===== src/common/cpu_regs_map.svh =====
// constants of the core register set: flag positions, reset values, stack layout
// assumes inclusion by bare name from the package and the design files
`ifndef CPU_REGS_MAP_SVH
`define CPU_REGS_MAP_SVH

`define FLAG_H 4
`define FLAG_I 3
`define FLAG_N 2
`define FLAG_Z 1
`define FLAG_C 0
`define FLAGS_ONES 3'b111
`define FLAGS_RESET_LOW 5'h08
`define SP_RESET 16'h00ff
`define SP_FIXED_HI 10'h003
`define SP_LOW_TOP 6'h3f
`define PC_RESET 16'h0000
`define SLOT_LAST_CALL 3'h1
`define SLOT_LAST_IRQ 3'h4

`endif


===== src/common/cpu_regs_pkg.sv =====
// types shared by the core register set and its flag unit
// assumes cpu_regs_map.svh on the include path
package cpu_regs_pkg;
  typedef enum logic [2:0] {
    ALU_ADD = 3'b000,
    ALU_ADC = 3'b001,
    ALU_SUB = 3'b010,
    ALU_AND = 3'b011,
    ALU_OR = 3'b100,
    ALU_XOR = 3'b101,
    ALU_MOVE = 3'b110
  } alu_kind_e;

  typedef enum logic [1:0] {
    SRC_ACC = 2'b00,
    SRC_X = 2'b01,
    SRC_Y = 2'b10,
    SRC_FLAGS = 2'b11
  } stack_reg_e;

  typedef enum logic [1:0] {
    ST_IDLE = 2'b00,
    ST_PUSH = 2'b01,
    ST_POP = 2'b10
  } state_e;

  typedef enum logic [1:0] {
    SEQ_IRQ = 2'b00,
    SEQ_CALL = 2'b01,
    SEQ_INTERRUPT_RETURN_OP = 2'b10,
    SEQ_RET = 2'b11
  } seq_e;
endpackage


===== src/hw/cpu_core_regs.sv =====
// core register set: accumulator, index pair, program counter, flags, stack
// assumes an instruction sequencer drives one-cycle command pulses while o_busy is low
//
// Notes on behaviour
// - 16-bit program counter of two bytes, plus accumulator and two index registers.
// - flags byte; top three bits read one; low five are H, I, N, Z, C.
// - add and add-with-carry set H on carry from bit 3, else clear.
// - mask set on interrupt entry or by software; cleared by software or interrupt return.
// - requests arriving while masked stay pending until the mask clears.
// - interrupt return clears the mask; cleared mask lets pending requests in.
// - negative flag copies bit 7 of each operation result.
// - zero flag set when the result is zero, else cleared.
// - carry from arithmetic, set/clear ops, and bit-test, shift, rotate loads.
// - flags push and pop through the stack; each flag controllable.
// - stack pointer names next free byte; decrement after push, increment before pop.
// - stack is 64 bytes; ten upper pointer bits are fixed.
// - reset and reload op set the six variable pointer bits.
// - pointer wraps silently both ways, overwriting older bytes.
// - interrupt entry stores program counter low at the first addressed byte.
// - interrupt entry and return never touch the second index register.
// - a call takes two stack bytes, an interrupt five.
// - pointer low byte readable; the load op writes only its low six bits.
// - prefix op makes the next instruction use the second index register.
`timescale 1ns/10ps
`include "cpu_regs_map.svh"
module cpu_core_regs
  import cpu_regs_pkg::*;
(
  // clock and reset
  input wire logic i_ref_clk,
  input wire logic i_rst,
  // instruction framing
  input wire logic i_instr_boundary,
  input wire logic i_prefix_op,
  // register writes
  input wire logic i_acc_we,
  input wire logic [7:0] i_acc_wdata,
  input wire logic i_index_we,
  input wire logic [7:0] i_index_wdata,
  input wire logic i_pc_load,
  input wire logic [15:0] i_pc_wdata,
  input wire logic i_pc_inc,
  // alu
  input wire logic i_alu_valid,
  input wire alu_kind_e i_alu_kind,
  input wire logic [7:0] i_alu_a,
  input wire logic [7:0] i_alu_b,
  input wire logic i_alu_to_acc,
  // flag ops
  input wire logic i_set_carry_op,
  input wire logic i_clear_carry_op,
  input wire logic i_carry_load,
  input wire logic i_carry_value,
  input wire logic i_mask_interrupts_op,
  input wire logic i_unmask_interrupts_op,
  // stack ops
  input wire logic i_push_op,
  input wire logic i_pop_op,
  input wire stack_reg_e i_stack_reg,
  input wire logic i_call_op,
  input wire logic [15:0] i_call_target,
  input wire logic i_return_op,
  input wire logic i_interrupt_return_op,
  input wire logic i_stack_pointer_reload_op,
  input wire logic i_sp_low_we,
  input wire logic [7:0] i_sp_low_wdata,
  // interrupts
  input wire logic i_irq_req,
  input wire logic i_trap_op,
  input wire logic [15:0] i_irq_vector,
  // register view
  output logic [7:0] o_acc,
  output logic [7:0] o_index_x,
  output logic [7:0] o_index_y,
  output logic o_index_sel_y,
  output logic [15:0] o_program_counter,
  output logic [7:0] o_condition_flags,
  output logic [15:0] o_stack_pointer,
  // status
  output logic o_irq_pending,
  output logic o_irq_entry,
  output logic o_busy
);
  logic [7:0] acc;
  logic [7:0] index_x;
  logic [7:0] index_y;
  logic prefix_y;
  logic [15:0] program_counter;
  logic [4:0] flags;
  logic [5:0] sp6;
  logic irq_pending;
  logic [7:0] stack_mem [64];
  state_e state;
  seq_e seq;
  logic [2:0] slot;
  logic [15:0] target;
  logic [7:0] alu_res;
  logic alu_half;
  logic alu_carry;
  logic idle;
  logic entry_go;
  logic op_go;
  logic alu_go;
  logic push_wr;
  logic [7:0] push_data;
  logic [7:0] pop_data;
  logic flags_pop;

  function automatic logic is_arith(input alu_kind_e k);
    return (k == ALU_ADD) || (k == ALU_ADC) || (k == ALU_SUB);
  endfunction

  // context byte for each slot of an interrupt or call frame
  function automatic logic [7:0] slot_byte(input logic [2:0] s, input logic [15:0] pc,
                                           input logic [7:0] x, input logic [7:0] a,
                                           input logic [4:0] f);
    unique case (s)
      3'h0: return pc[7:0];
      3'h1: return pc[15:8];
      3'h2: return x;
      3'h3: return a;
      3'h4: return {`FLAGS_ONES, f};
      default: return 8'h00;
    endcase
  endfunction

  alu_flag_unit u_alu (
    .i_kind(i_alu_kind),
    .i_a(i_alu_a),
    .i_b(i_alu_b),
    .i_carry_in(flags[`FLAG_C]),
    .o_result(alu_res),
    .o_half(alu_half),
    .o_carry(alu_carry)
  );

  assign idle = (state == ST_IDLE);
  assign entry_go = idle && i_instr_boundary && (i_trap_op || (irq_pending && !flags[`FLAG_I]));
  assign op_go = idle && !entry_go;
  assign alu_go = op_go && i_alu_valid;
  assign push_wr = (state == ST_PUSH) || (op_go && i_push_op);
  assign push_data = (state == ST_PUSH) ? slot_byte(slot, program_counter, index_x, acc, flags)
                   : slot_byte((i_stack_reg == SRC_FLAGS) ? 3'h4 : 3'h3, program_counter, index_x,
                               (i_stack_reg == SRC_X) ? index_x : (i_stack_reg == SRC_Y) ? index_y : acc, flags);
  assign pop_data = stack_mem[sp6 + 6'h01];
  assign flags_pop = op_go && i_pop_op && (i_stack_reg == SRC_FLAGS);

  assign o_acc = acc;
  assign o_index_x = index_x;
  assign o_index_y = index_y;
  assign o_index_sel_y = prefix_y;
  assign o_program_counter = program_counter;
  assign o_condition_flags = {`FLAGS_ONES, flags};
  assign o_stack_pointer = {`SP_FIXED_HI, sp6};
  assign o_irq_pending = irq_pending;
  assign o_irq_entry = entry_go;
  assign o_busy = !idle;

  // frame sequencer
  always_ff @(posedge i_ref_clk) begin
    if (i_rst) begin
      state <= ST_IDLE;
      seq <= SEQ_IRQ;
      slot <= 3'h0;
      target <= `PC_RESET;
    end else begin
      unique case (state)
        ST_IDLE: begin
          if (entry_go) begin
            state <= ST_PUSH;
            seq <= SEQ_IRQ;
            slot <= 3'h0;
            target <= i_irq_vector;
          end else if (op_go && i_call_op) begin
            state <= ST_PUSH;
            seq <= SEQ_CALL;
            slot <= 3'h0;
            target <= i_call_target;
          end else if (op_go && i_interrupt_return_op) begin
            state <= ST_POP;
            seq <= SEQ_INTERRUPT_RETURN_OP;
            slot <= `SLOT_LAST_IRQ;
          end else if (op_go && i_return_op) begin
            state <= ST_POP;
            seq <= SEQ_RET;
            slot <= `SLOT_LAST_CALL;
          end
        end
        ST_PUSH: begin
          slot <= slot + 3'h1;
          if (slot == ((seq == SEQ_IRQ) ? `SLOT_LAST_IRQ : `SLOT_LAST_CALL)) begin
            state <= ST_IDLE;
          end
        end
        ST_POP: begin
          slot <= slot - 3'h1;
          if (slot == 3'h0) begin
            state <= ST_IDLE;
          end
        end
        default: state <= ST_IDLE;
      endcase
    end
  end

  // stack storage has no reset; stale bytes are simply overwritten on wrap
  always_ff @(posedge i_ref_clk) begin
    if (push_wr) begin
      stack_mem[sp6] <= push_data;
    end
  end

  always_ff @(posedge i_ref_clk) begin
    if (i_rst) begin
      sp6 <= `SP_LOW_TOP;
    end else if (state == ST_PUSH || (op_go && i_push_op)) begin
      sp6 <= sp6 - 6'h01;
    end else if (state == ST_POP || (op_go && i_pop_op)) begin
      sp6 <= sp6 + 6'h01;
    end else if (op_go && i_stack_pointer_reload_op) begin
      sp6 <= `SP_LOW_TOP;
    end else if (op_go && i_sp_low_we) begin
      sp6 <= i_sp_low_wdata[5:0];
    end
  end

  always_ff @(posedge i_ref_clk) begin
    if (i_rst) begin
      program_counter <= `PC_RESET;
    end else if (state == ST_PUSH && slot == ((seq == SEQ_IRQ) ? `SLOT_LAST_IRQ : `SLOT_LAST_CALL)) begin
      program_counter <= target;
    end else if (state == ST_POP && slot == 3'h1) begin
      program_counter[15:8] <= pop_data;
    end else if (state == ST_POP && slot == 3'h0) begin
      program_counter[7:0] <= pop_data;
    end else if (op_go && i_pc_load) begin
      program_counter <= i_pc_wdata;
    end else if (op_go && i_pc_inc) begin
      program_counter <= program_counter + 16'h0001;
    end
  end

  always_ff @(posedge i_ref_clk) begin
    if (i_rst) begin
      acc <= 8'h00;
    end else if (state == ST_POP && seq == SEQ_INTERRUPT_RETURN_OP && slot == 3'h3) begin
      acc <= pop_data;
    end else if (op_go && i_pop_op && i_stack_reg == SRC_ACC) begin
      acc <= pop_data;
    end else if (alu_go && i_alu_to_acc) begin
      acc <= alu_res;
    end else if (op_go && i_acc_we) begin
      acc <= i_acc_wdata;
    end
  end

  // second index is written only by explicit ops, never by the frame sequencer
  always_ff @(posedge i_ref_clk) begin
    if (i_rst) begin
      index_x <= 8'h00;
      index_y <= 8'h00;
    end else if (state == ST_POP && seq == SEQ_INTERRUPT_RETURN_OP && slot == 3'h2) begin
      index_x <= pop_data;
    end else if (op_go && i_pop_op && i_stack_reg == SRC_X) begin
      index_x <= pop_data;
    end else if (op_go && i_pop_op && i_stack_reg == SRC_Y) begin
      index_y <= pop_data;
    end else if (op_go && i_index_we && prefix_y) begin
      index_y <= i_index_wdata;
    end else if (op_go && i_index_we) begin
      index_x <= i_index_wdata;
    end
  end

  // prefix lasts until the next instruction boundary; a new prefix wins
  always_ff @(posedge i_ref_clk) begin
    if (i_rst) begin
      prefix_y <= 1'b0;
    end else if (op_go && i_prefix_op) begin
      prefix_y <= 1'b1;
    end else if (i_instr_boundary) begin
      prefix_y <= 1'b0;
    end
  end

  // a request in the cycle of entry stays pending for the next one
  always_ff @(posedge i_ref_clk) begin
    if (i_rst) begin
      irq_pending <= 1'b0;
    end else if (i_irq_req) begin
      irq_pending <= 1'b1;
    end else if (entry_go && !i_trap_op) begin
      irq_pending <= 1'b0;
    end
  end

  always_ff @(posedge i_ref_clk) begin
    if (i_rst) begin
      flags <= `FLAGS_RESET_LOW;
    end else if (entry_go) begin
      flags[`FLAG_I] <= 1'b1;
    end else if (state == ST_POP && seq == SEQ_INTERRUPT_RETURN_OP && slot == `SLOT_LAST_IRQ) begin
      flags <= {pop_data[4], 1'b0, pop_data[2:0]};
    end else if (flags_pop) begin
      flags <= pop_data[4:0];
    end else if (op_go) begin
      if (alu_go) begin
        flags[`FLAG_N] <= alu_res[7];
        flags[`FLAG_Z] <= (alu_res == 8'h00);
        if (i_alu_kind == ALU_ADD || i_alu_kind == ALU_ADC) begin
          flags[`FLAG_H] <= alu_half;
        end
        if (is_arith(i_alu_kind)) begin
          flags[`FLAG_C] <= alu_carry;
        end
      end
      if (i_carry_load) begin
        flags[`FLAG_C] <= i_carry_value;
      end
      if (i_clear_carry_op) begin
        flags[`FLAG_C] <= 1'b0;
      end
      if (i_set_carry_op) begin
        flags[`FLAG_C] <= 1'b1;
      end
      if (i_unmask_interrupts_op) begin
        flags[`FLAG_I] <= 1'b0;
      end
      if (i_mask_interrupts_op) begin
        flags[`FLAG_I] <= 1'b1;
      end
    end
  end

  // checks
  logic hc_expect;
  assign hc_expect = (({1'b0, i_alu_a[3:0]} + {1'b0, i_alu_b[3:0]}) > 5'h0f);
  logic [7:0] pcl_now;
  assign pcl_now = program_counter[7:0];
endmodule


===== src/hw/alu_flag_unit.sv =====
// combinational 8-bit adder/logic unit with half-carry and carry out
// assumes the caller registers result and flags
`timescale 1ns/10ps
module alu_flag_unit
  import cpu_regs_pkg::*;
(
  // operands
  input wire alu_kind_e i_kind,
  input wire logic [7:0] i_a,
  input wire logic [7:0] i_b,
  input wire logic i_carry_in,
  // results
  output logic [7:0] o_result,
  output logic o_half,
  output logic o_carry
);
  always_comb begin
    logic [8:0] sum;
    logic [4:0] nib;
    logic cin;
    sum = 9'h000;
    nib = 5'h00;
    cin = (i_kind == ALU_ADC) ? i_carry_in : 1'b0;
    o_result = 8'h00;
    o_half = 1'b0;
    o_carry = i_carry_in;
    unique case (i_kind)
      ALU_ADD, ALU_ADC: begin
        nib = {1'b0, i_a[3:0]} + {1'b0, i_b[3:0]} + {4'h0, cin};
        sum = {1'b0, i_a} + {1'b0, i_b} + {8'h00, cin};
        o_result = sum[7:0];
        o_half = nib[4];
        o_carry = sum[8];
      end
      ALU_SUB: begin
        // bit 8 of the difference is the borrow
        sum = {1'b0, i_a} - {1'b0, i_b};
        o_result = sum[7:0];
        o_carry = sum[8];
      end
      ALU_AND: o_result = i_a & i_b;
      ALU_OR: o_result = i_a | i_b;
      ALU_XOR: o_result = i_a ^ i_b;
      ALU_MOVE: o_result = i_b;
      default: o_result = 8'h00;
    endcase
  end
endmodule


===== config.mk =====
export PLATFORM = sky130hd
export DESIGN_NAME = cpu_core_regs
export DESIGN_NICKNAME = d
export VERILOG_FILES = /design/src/common/cpu_regs_pkg.sv /design/src/hw/cpu_core_regs.sv /design/src/hw/alu_flag_unit.sv
export VERILOG_INCLUDE_DIRS = /design/src /design/src/common
export SDC_FILE = /design/constraint.sdc
export NUM_CORES = 1
export LEC_CHECK = 0
export BUFFER_PORTS_ARGS = -buffer_cell sky130_fd_sc_hd__clkbuf_2
export CAP_MARGIN = 0
export CORE_MARGIN = 1.5
export CORE_UTILIZATION = 40
export CTS_CLUSTER_SIZE = 28
export DETAILED_ROUTE_END_ITERATION = 16
export GPL_TIMING_DRIVEN = 1
export PLACE_DENSITY = 0.65
export SETUP_SLACK_MARGIN = 0.1
export SYNTH_ARGS = -nofsm -noshare
export SYNTH_HDL_FRONTEND = slang
export SYNTH_SLANG_ARGS = --single-unit

===== constraint.sdc =====
create_clock -name i_ref_clk -period 4.9 [get_ports i_ref_clk]
set_input_delay 0.735 -clock i_ref_clk [delete_from_list [all_inputs] [get_ports i_ref_clk]]
set_output_delay 0.735 -clock i_ref_clk [all_outputs]
set_load 0.01 [all_outputs]

After elaboration in Yosys (flattened, before gate mapping)
Memory sizes are Yosys's and may differ from the RTL's.
Index checks and enable logic that the tools add are counted.
{"block": "totals", "latch_bits": 0, "word_cells": 209, "n_memories": 1, "in_bits": 118, "mem_bits_rw": 512, "mem_bits_ro": 0, "out_inout_bits": 68, "reg_bits": 76}
{"memory": "stack_mem", "depth": 64, "width": 8, "rd": 1, "rd_clocked_by_memory_dff": 0, "wr": 1, "line": "cpu_core_regs.sv:92", "text": "logic [7:0] stack_mem [64];"}
{"block": "classes", "n_eq_ne": 28, "div": 0, "mul": 0, "muxes": 69, "addsub": 10, "shifts": 0, "n_reduce_logical": 79, "bitwise": 6, "magnitude_cmp": 0}
{"cell": "$mux 8", "n": 18}
{"cell": "$mux 16", "n": 5}
{"cell": "$pmux 8 s5", "n": 2}
{"cell": "$pmux 8 s6", "n": 1}
{"cell": "$logic_and 1x1->1", "n": 31}
{"cell": "$mux 6", "n": 4}
{"cell": "$reduce_bool 4->1", "n": 6}
{"cell": "$mux 3", "n": 7}
{"cell": "$mux 2", "n": 10}
{"cell": "$eq 3x2->1 const B", "n": 6}
{"cell": "$add 16x1->16 const B", "n": 1}
{"cell": "$mux 1", "n": 16}
{"cell": "$eq 3x3->1 const B", "n": 5}
{"cell": "$mux 5", "n": 3}
{"cell": "$reduce_bool 3->1", "n": 5}
{"cell": "$reduce_and 2->1", "n": 6}
{"cell": "$reduce_and 3->1", "n": 4}
{"cell": "$reduce_bool 6->1", "n": 2}
{"cell": "$add 8x8->9", "n": 1}
{"cell": "$add 9x1->9", "n": 1}
{"cell": "$eq 3x1->1 const B", "n": 3}
{"cell": "$logic_not 3->1", "n": 3}
{"cell": "$ne 3x3->1 const B", "n": 3}
{"cell": "$pmux 3 s3", "n": 1}
{"cell": "28 further kinds", "n": 48}

Depth between registers and ports, before layout
{"block": "depth", "ltp_word": 14, "ltp_mapped": 17, "mapped_depth_nobuf": 12}

Cells and area by module
A second synthesis with hierarchy kept.
{"block": "unflattened", "hier_cells": 1969, "hier_area_um2": 26820.7}
{"module": "cpu_core_regs", "n_inst": 1, "seq_area_each_um2": 16896.2, "cells_per_inst": 1778, "area_each_um2": 25509.5}
{"module": "alu_flag_unit", "n_inst": 1, "seq_area_each_um2": 0.0, "cells_per_inst": 191, "area_each_um2": 1311.3}

Least setup slack after synthesis
Ideal clock, no wire load.
{"block": "synth_path", "kind": "flip-flop to flip-flop", "start": "register slot[0]", "end": "memory stack_mem[0][5] (data pin)", "setup_ps": 702, "path_stages_with_launch": 9, "n_path_buf": 2, "required_ps": 4198, "setup_slack_ps": 339, "synth_period_minus_slack_ps": 4561, "t_arrival_ps": 3859, "path_cell_list": "dfxtp_1 > inv_1 > ha_1 > clkbuf_1 > clkbuf_1 > o21ai_0 > nand2_1 > a221oi_1 > o21ai_0"}
{"block": "synth_between", "elab_chain_cells": 3, "elab_cells_between_ends": 7, "classes_between": "eq/ne: 4; mux: 2; reduce/logical: 1"}
{"element": "start: declaration", "line": "cpu_core_regs.sv:95", "text": "logic [2:0] slot;"}
{"element": "start signal: assignment", "line": "cpu_core_regs.sv:182", "text": "slot <= `SLOT_LAST_IRQ;"}
{"element": "start signal: assignment", "line": "cpu_core_regs.sv:186", "text": "slot <= `SLOT_LAST_CALL;"}
{"element": "start signal: assignment", "line": "cpu_core_regs.sv:190", "text": "slot <= slot + 3'h1;"}
{"element": "$eq 3x3->1, or another cell as far along", "line": "cpu_core_regs.sv:117", "text": "unique case (s)"}
{"element": "$pmux 8 s5 (*)", "line": "cpu_core_regs.sv:117"}
{"element": "$mux 8 (*)", "line": "cpu_core_regs.sv:142", "text": "assign push_data = (state == ST_PUSH) ? slot_byte(slot, program_counter, index_x, acc, flags)"}
{"element": "net push_data[5]", "line": "cpu_core_regs.sv:105", "text": "logic [7:0] push_data;"}
{"element": "end: declaration", "line": "cpu_core_regs.sv:92"}
Mark *: on every way through the listed nets, which the timed path passes. The rest lies on a longest branch.

Final worst setup path
{"block": "layout_path", "start": "register sp6[0]", "end": "register index_y[1] (netlist: o_index_y[1])"}
{"block": "layout_between", "elab_chain_cells": 3}
{"element": "start: declaration", "line": "cpu_core_regs.sv:90", "text": "logic [5:0] sp6;"}
{"element": "start signal: assignment", "line": "cpu_core_regs.sv:215", "text": "sp6 <= `SP_LOW_TOP;"}
{"element": "start signal: assignment", "line": "cpu_core_regs.sv:217", "text": "sp6 <= sp6 - 6'h01;"}
{"element": "start signal: assignment", "line": "cpu_core_regs.sv:219", "text": "sp6 <= sp6 + 6'h01;"}
{"element": "$add 6x1->6", "line": "cpu_core_regs.sv:145", "text": "assign pop_data = stack_mem[sp6 + 6'h01];"}
{"element": "$mem_v2 64x8"}
{"element": "$mux 8", "line": "cpu_core_regs.sv:266", "text": "end else if (op_go && i_pop_op && i_stack_reg == SRC_Y) begin"}
{"element": "end signal: assignment", "line": "cpu_core_regs.sv:267", "text": "index_y <= pop_data;"}
{"element": "end signal: assignment", "line": "cpu_core_regs.sv:269", "text": "index_y <= i_index_wdata;"}
{"element": "end: declaration", "line": "cpu_core_regs.sv:86", "text": "logic [7:0] index_y;"}
No other way between the ends.
A chain may end at the register's enable or synchronous reset.

==> impl_results.md <==
- Hold crit path type: in2reg
- Synth top area share: 57.75%
- Top sig layer: met5
- Initial antenna violation count: 3
- Core area: 65860 um2
- Pre-Repair DR Iteration Count: 8
- Final clock skew: 33.10 ps
- Yosys reg bits: 588
- Row count: 94
- Clock Root Buffer: clkbuf_16
- Grt total ovfl: 0
- Crit end category: flip-flop
- First-pass GRT wire length: 103000 um
- Core Util, Final: 46.02%
- Hold Vio Cnt, Final: 0
- Worst R2R Start: sp6[0]
- DP Area: 28390 um2
- Total GRT Usage: 20.20%
- Sequential Area: 16900 um2
- Synth area leaders: edfxtp_1, mux4_2, dfxtp_1
- Worst skew pair latency: 640 ps
- Async S/R FF share, synth: 0%
- Drc violations: 0
- M1 WL: 28190 um
- Worst Hold Path Cells: 3
- CP max FO: 40
- Pint: 12130 uW
- Period minus WS final: 3957 ps
- Post-CTS resize count: 0
- Post-synth EDFFs: 512
- Largest net degree at the start of global routing: 88
- Slew Limit Fails: 0
- Fin area: 30310 um2
- Yosys warns: 0
- Peak supply drop: 608.1 uV
- Met2 wire length: 33600 um
- # IOs: 186
- Share of cells above drive strength 1: 24.63%
- Period utilisation layout: 80.75%
- Max Cap Violations: 0
- P per Cell Area: 650.8 nW/um2
- Clock network fraction of design power: 22.8%
- Area leader, netlist: edfxtp_1
- Switching part of the total: 38.54%
- Htree depth: 2
- WP data required: 5360 ps
- Die Area: 68120 um2
- Clock buffer depth: 3
- Fillers: 5709
- Reg2reg end: o_index_y[1]
- Final net count: 2087
- Vias in the first global route: 16446
- Number of I/O port buffers: 170
- WL/cell: 24.40 um
- Inst Count DP: 2733
- Num CTS Buffers: 58
- Unrepaired setup endpoints after global routing: no
- Via/cell ratio: 5.827
- RD Place Congestion: 0.9447
- Setup TNS: 0 ps
- Crit path kind: reg2reg
- R2R Setup Slk: 940 ps
- Chip Width: 261.0 um
- Final worst slack: 943.2 ps
- Initial Util: 40.42%
- Slew @ Worst Pin: 1138 ps
- Setup crit start kind: flip-flop
- Antenna viol nets, final: 0
- Pleak: 0.01048 uW
- Hpwl dp: 45780 um
- Most common cell after layout, fill and taps aside: edfxtp_1
- Combinational power share: 42.5%
- Synthesis-to-layout area growth: 13.84%
- Area of the multi-input gates: 9046 um2
- Endpoint, Worst Hold: o_irq_pending
- Initial drt markers: 1740
- Cells after Synth: 1763
- Count of cell types in the netlist: 80
- Most frequent cells in the layout: edfxtp_1, nor2_1, clkbuf_2
- Status: complete, no violations
- Vias: 16537
- Sw Pwr: 7602 uW
- Worst r2r path cells: 10
- Post-route insts no fill: 2838
- DRT Wirelength: 69250 um
- Ys flop type: edfxtp_1
- Slew headroom: 23.98%
- Sequential power share: 34.7%
- Mean Syn Cell Area: 15.10 um2
- Dpl ws: 942.7 ps
- Met3 wire len: 5429 um
- CTS clk-pin slew, worst paths: 70 ps
- Upper clock frequency limit: 252.7 MHz
- Final Setup Violations: 0
- Cell Area, Synth: 26620 um2
- Hold_buf cts: 0
- Clock sinks: 588
- Worst hold start: i_irq_req
- Sequential fraction of the synthesis area: 63.46%
- Postcts setup bufs: 0
- TritonCTS clock tree: built
- Die Span Y: 261.0 um
- Arrival time worst endpoint: 4420 ps
## Yosys cell counts (9+ instances only)
master / count
a211oi_1: 30
a21oi_1: 54
a221oi_1: 14
a311oi_1: 18
and3_1: 13
buf_1: 9
buf_2: 15
buf_4: 26
buf_6: 11
clkbuf_1: 54
dfxtp_1: 76
edfxtp_1: 512
ha_1: 37
inv_1: 32
mux2_2: 12
mux2i_1: 45
mux4_2: 146
nand2_1: 116
nand2b_1: 20
nand3_1: 35
nor2_1: 184
nor2b_1: 15
nor3_1: 21
o211ai_1: 12
o21ai_0: 53
o221ai_1: 12
or3_1: 10
xor2_1: 12
## power by group through the flow
stage,clock (uW),sequential [uW],combinational (uW)
floorplan,0,6770,5390
global placement,0,6900,8200
detailed placement,0,6920,8320
CTS,4560,6820,8350
global route,4730,6870,8830
finish,4490,6840,8390
## how the worst max path moves through the flow
| stage | start | endpoint | slack [ps] | depth (start not counted) |
|---|---|---|---|---|
| 2_1_floorplan | slot[0] | stack_mem[0][5] | 340 | 8 |
| 3_3_place_gp | sp6[0] | o_index_y[1] | 950 | 8 |
| 3_5_place_dp | sp6[0] | o_index_y[1] | 940 | 10 |
| 4_1_cts | sp6[0] | o_index_y[1] | 900 | 10 |
| 5_1_grt | sp6[0] | o_index_y[1] | 700 | 11 |
| 6_report | sp6[0] | o_index_y[1] | 940 | 10 |
## cell type report
cell class,count,area share [%]
clock buffer,73,5.110
timing repair buffer,216,4.070
sequential,588,55.76
multi-input combinational,1031,29.85
tap,864,3.567
inverter,34,0.4211
antenna,1,0.008256
clock inverter,31,1.222
## stage by stage
step | total power [uW] | hold slack, ps
2_1_floorplan | 12160 | 474.9
3_3_place_gp | 15100 | 466.8
3_5_place_dp | 15240 | 487.4
4_1_cts | 19730 | 303.9
5_1_grt | 20430 | 327.7
6_report | 19730 | 327.2
## worst max-delay path: stages, from the launching register on
cell and delay (ps):
dfxtp_4 640, inv_1 200, ha_4 590, buf_12 310
mux4_2 380, mux4_2 540, o311ai_0 130, o21ai_1 400
mux2_2 400, mux2i_1 140, nor2_1 50
## per-layer routing
layer | track usage, % | vias up
met5 | 0 | -
met4 | 6.098 | 4
met3 | 3.920 | 128
met2 | 33.69 | 774
met1 | 26.85 | 8368
li1 | - | 7263
## registers in the layout, summed over array words and instances, names as in the netlist
| name | flops |
|---|---|
| o_index_sel_y | 1 |
| seq | 2 |
| flags | 5 |
| state | 2 |
| slot | 3 |
| o_irq_pending | 1 |
| o_index_x | 8 |
| o_index_y | 8 |
| sp6 | 6 |
| o_acc | 8 |
| o_program_counter | 16 |
| target | 16 |
| stack_mem | 512 |
## cell families after synthesis
| logic type | share of synthesized area (%) |
|---|---|
| AOI/OAI and AO/OA | 7.585 |
| xor gates and xnor gates | 0.7895 |
| adders and majority gates | 1.964 |
| buffers and inverters | 3.120 |
| DFF | 63.46 |
| muxes | 15.14 |
| other | 0.02821 |
| and+or+nand+nor | 7.909 |
Power figures use the tool's default switching activity.
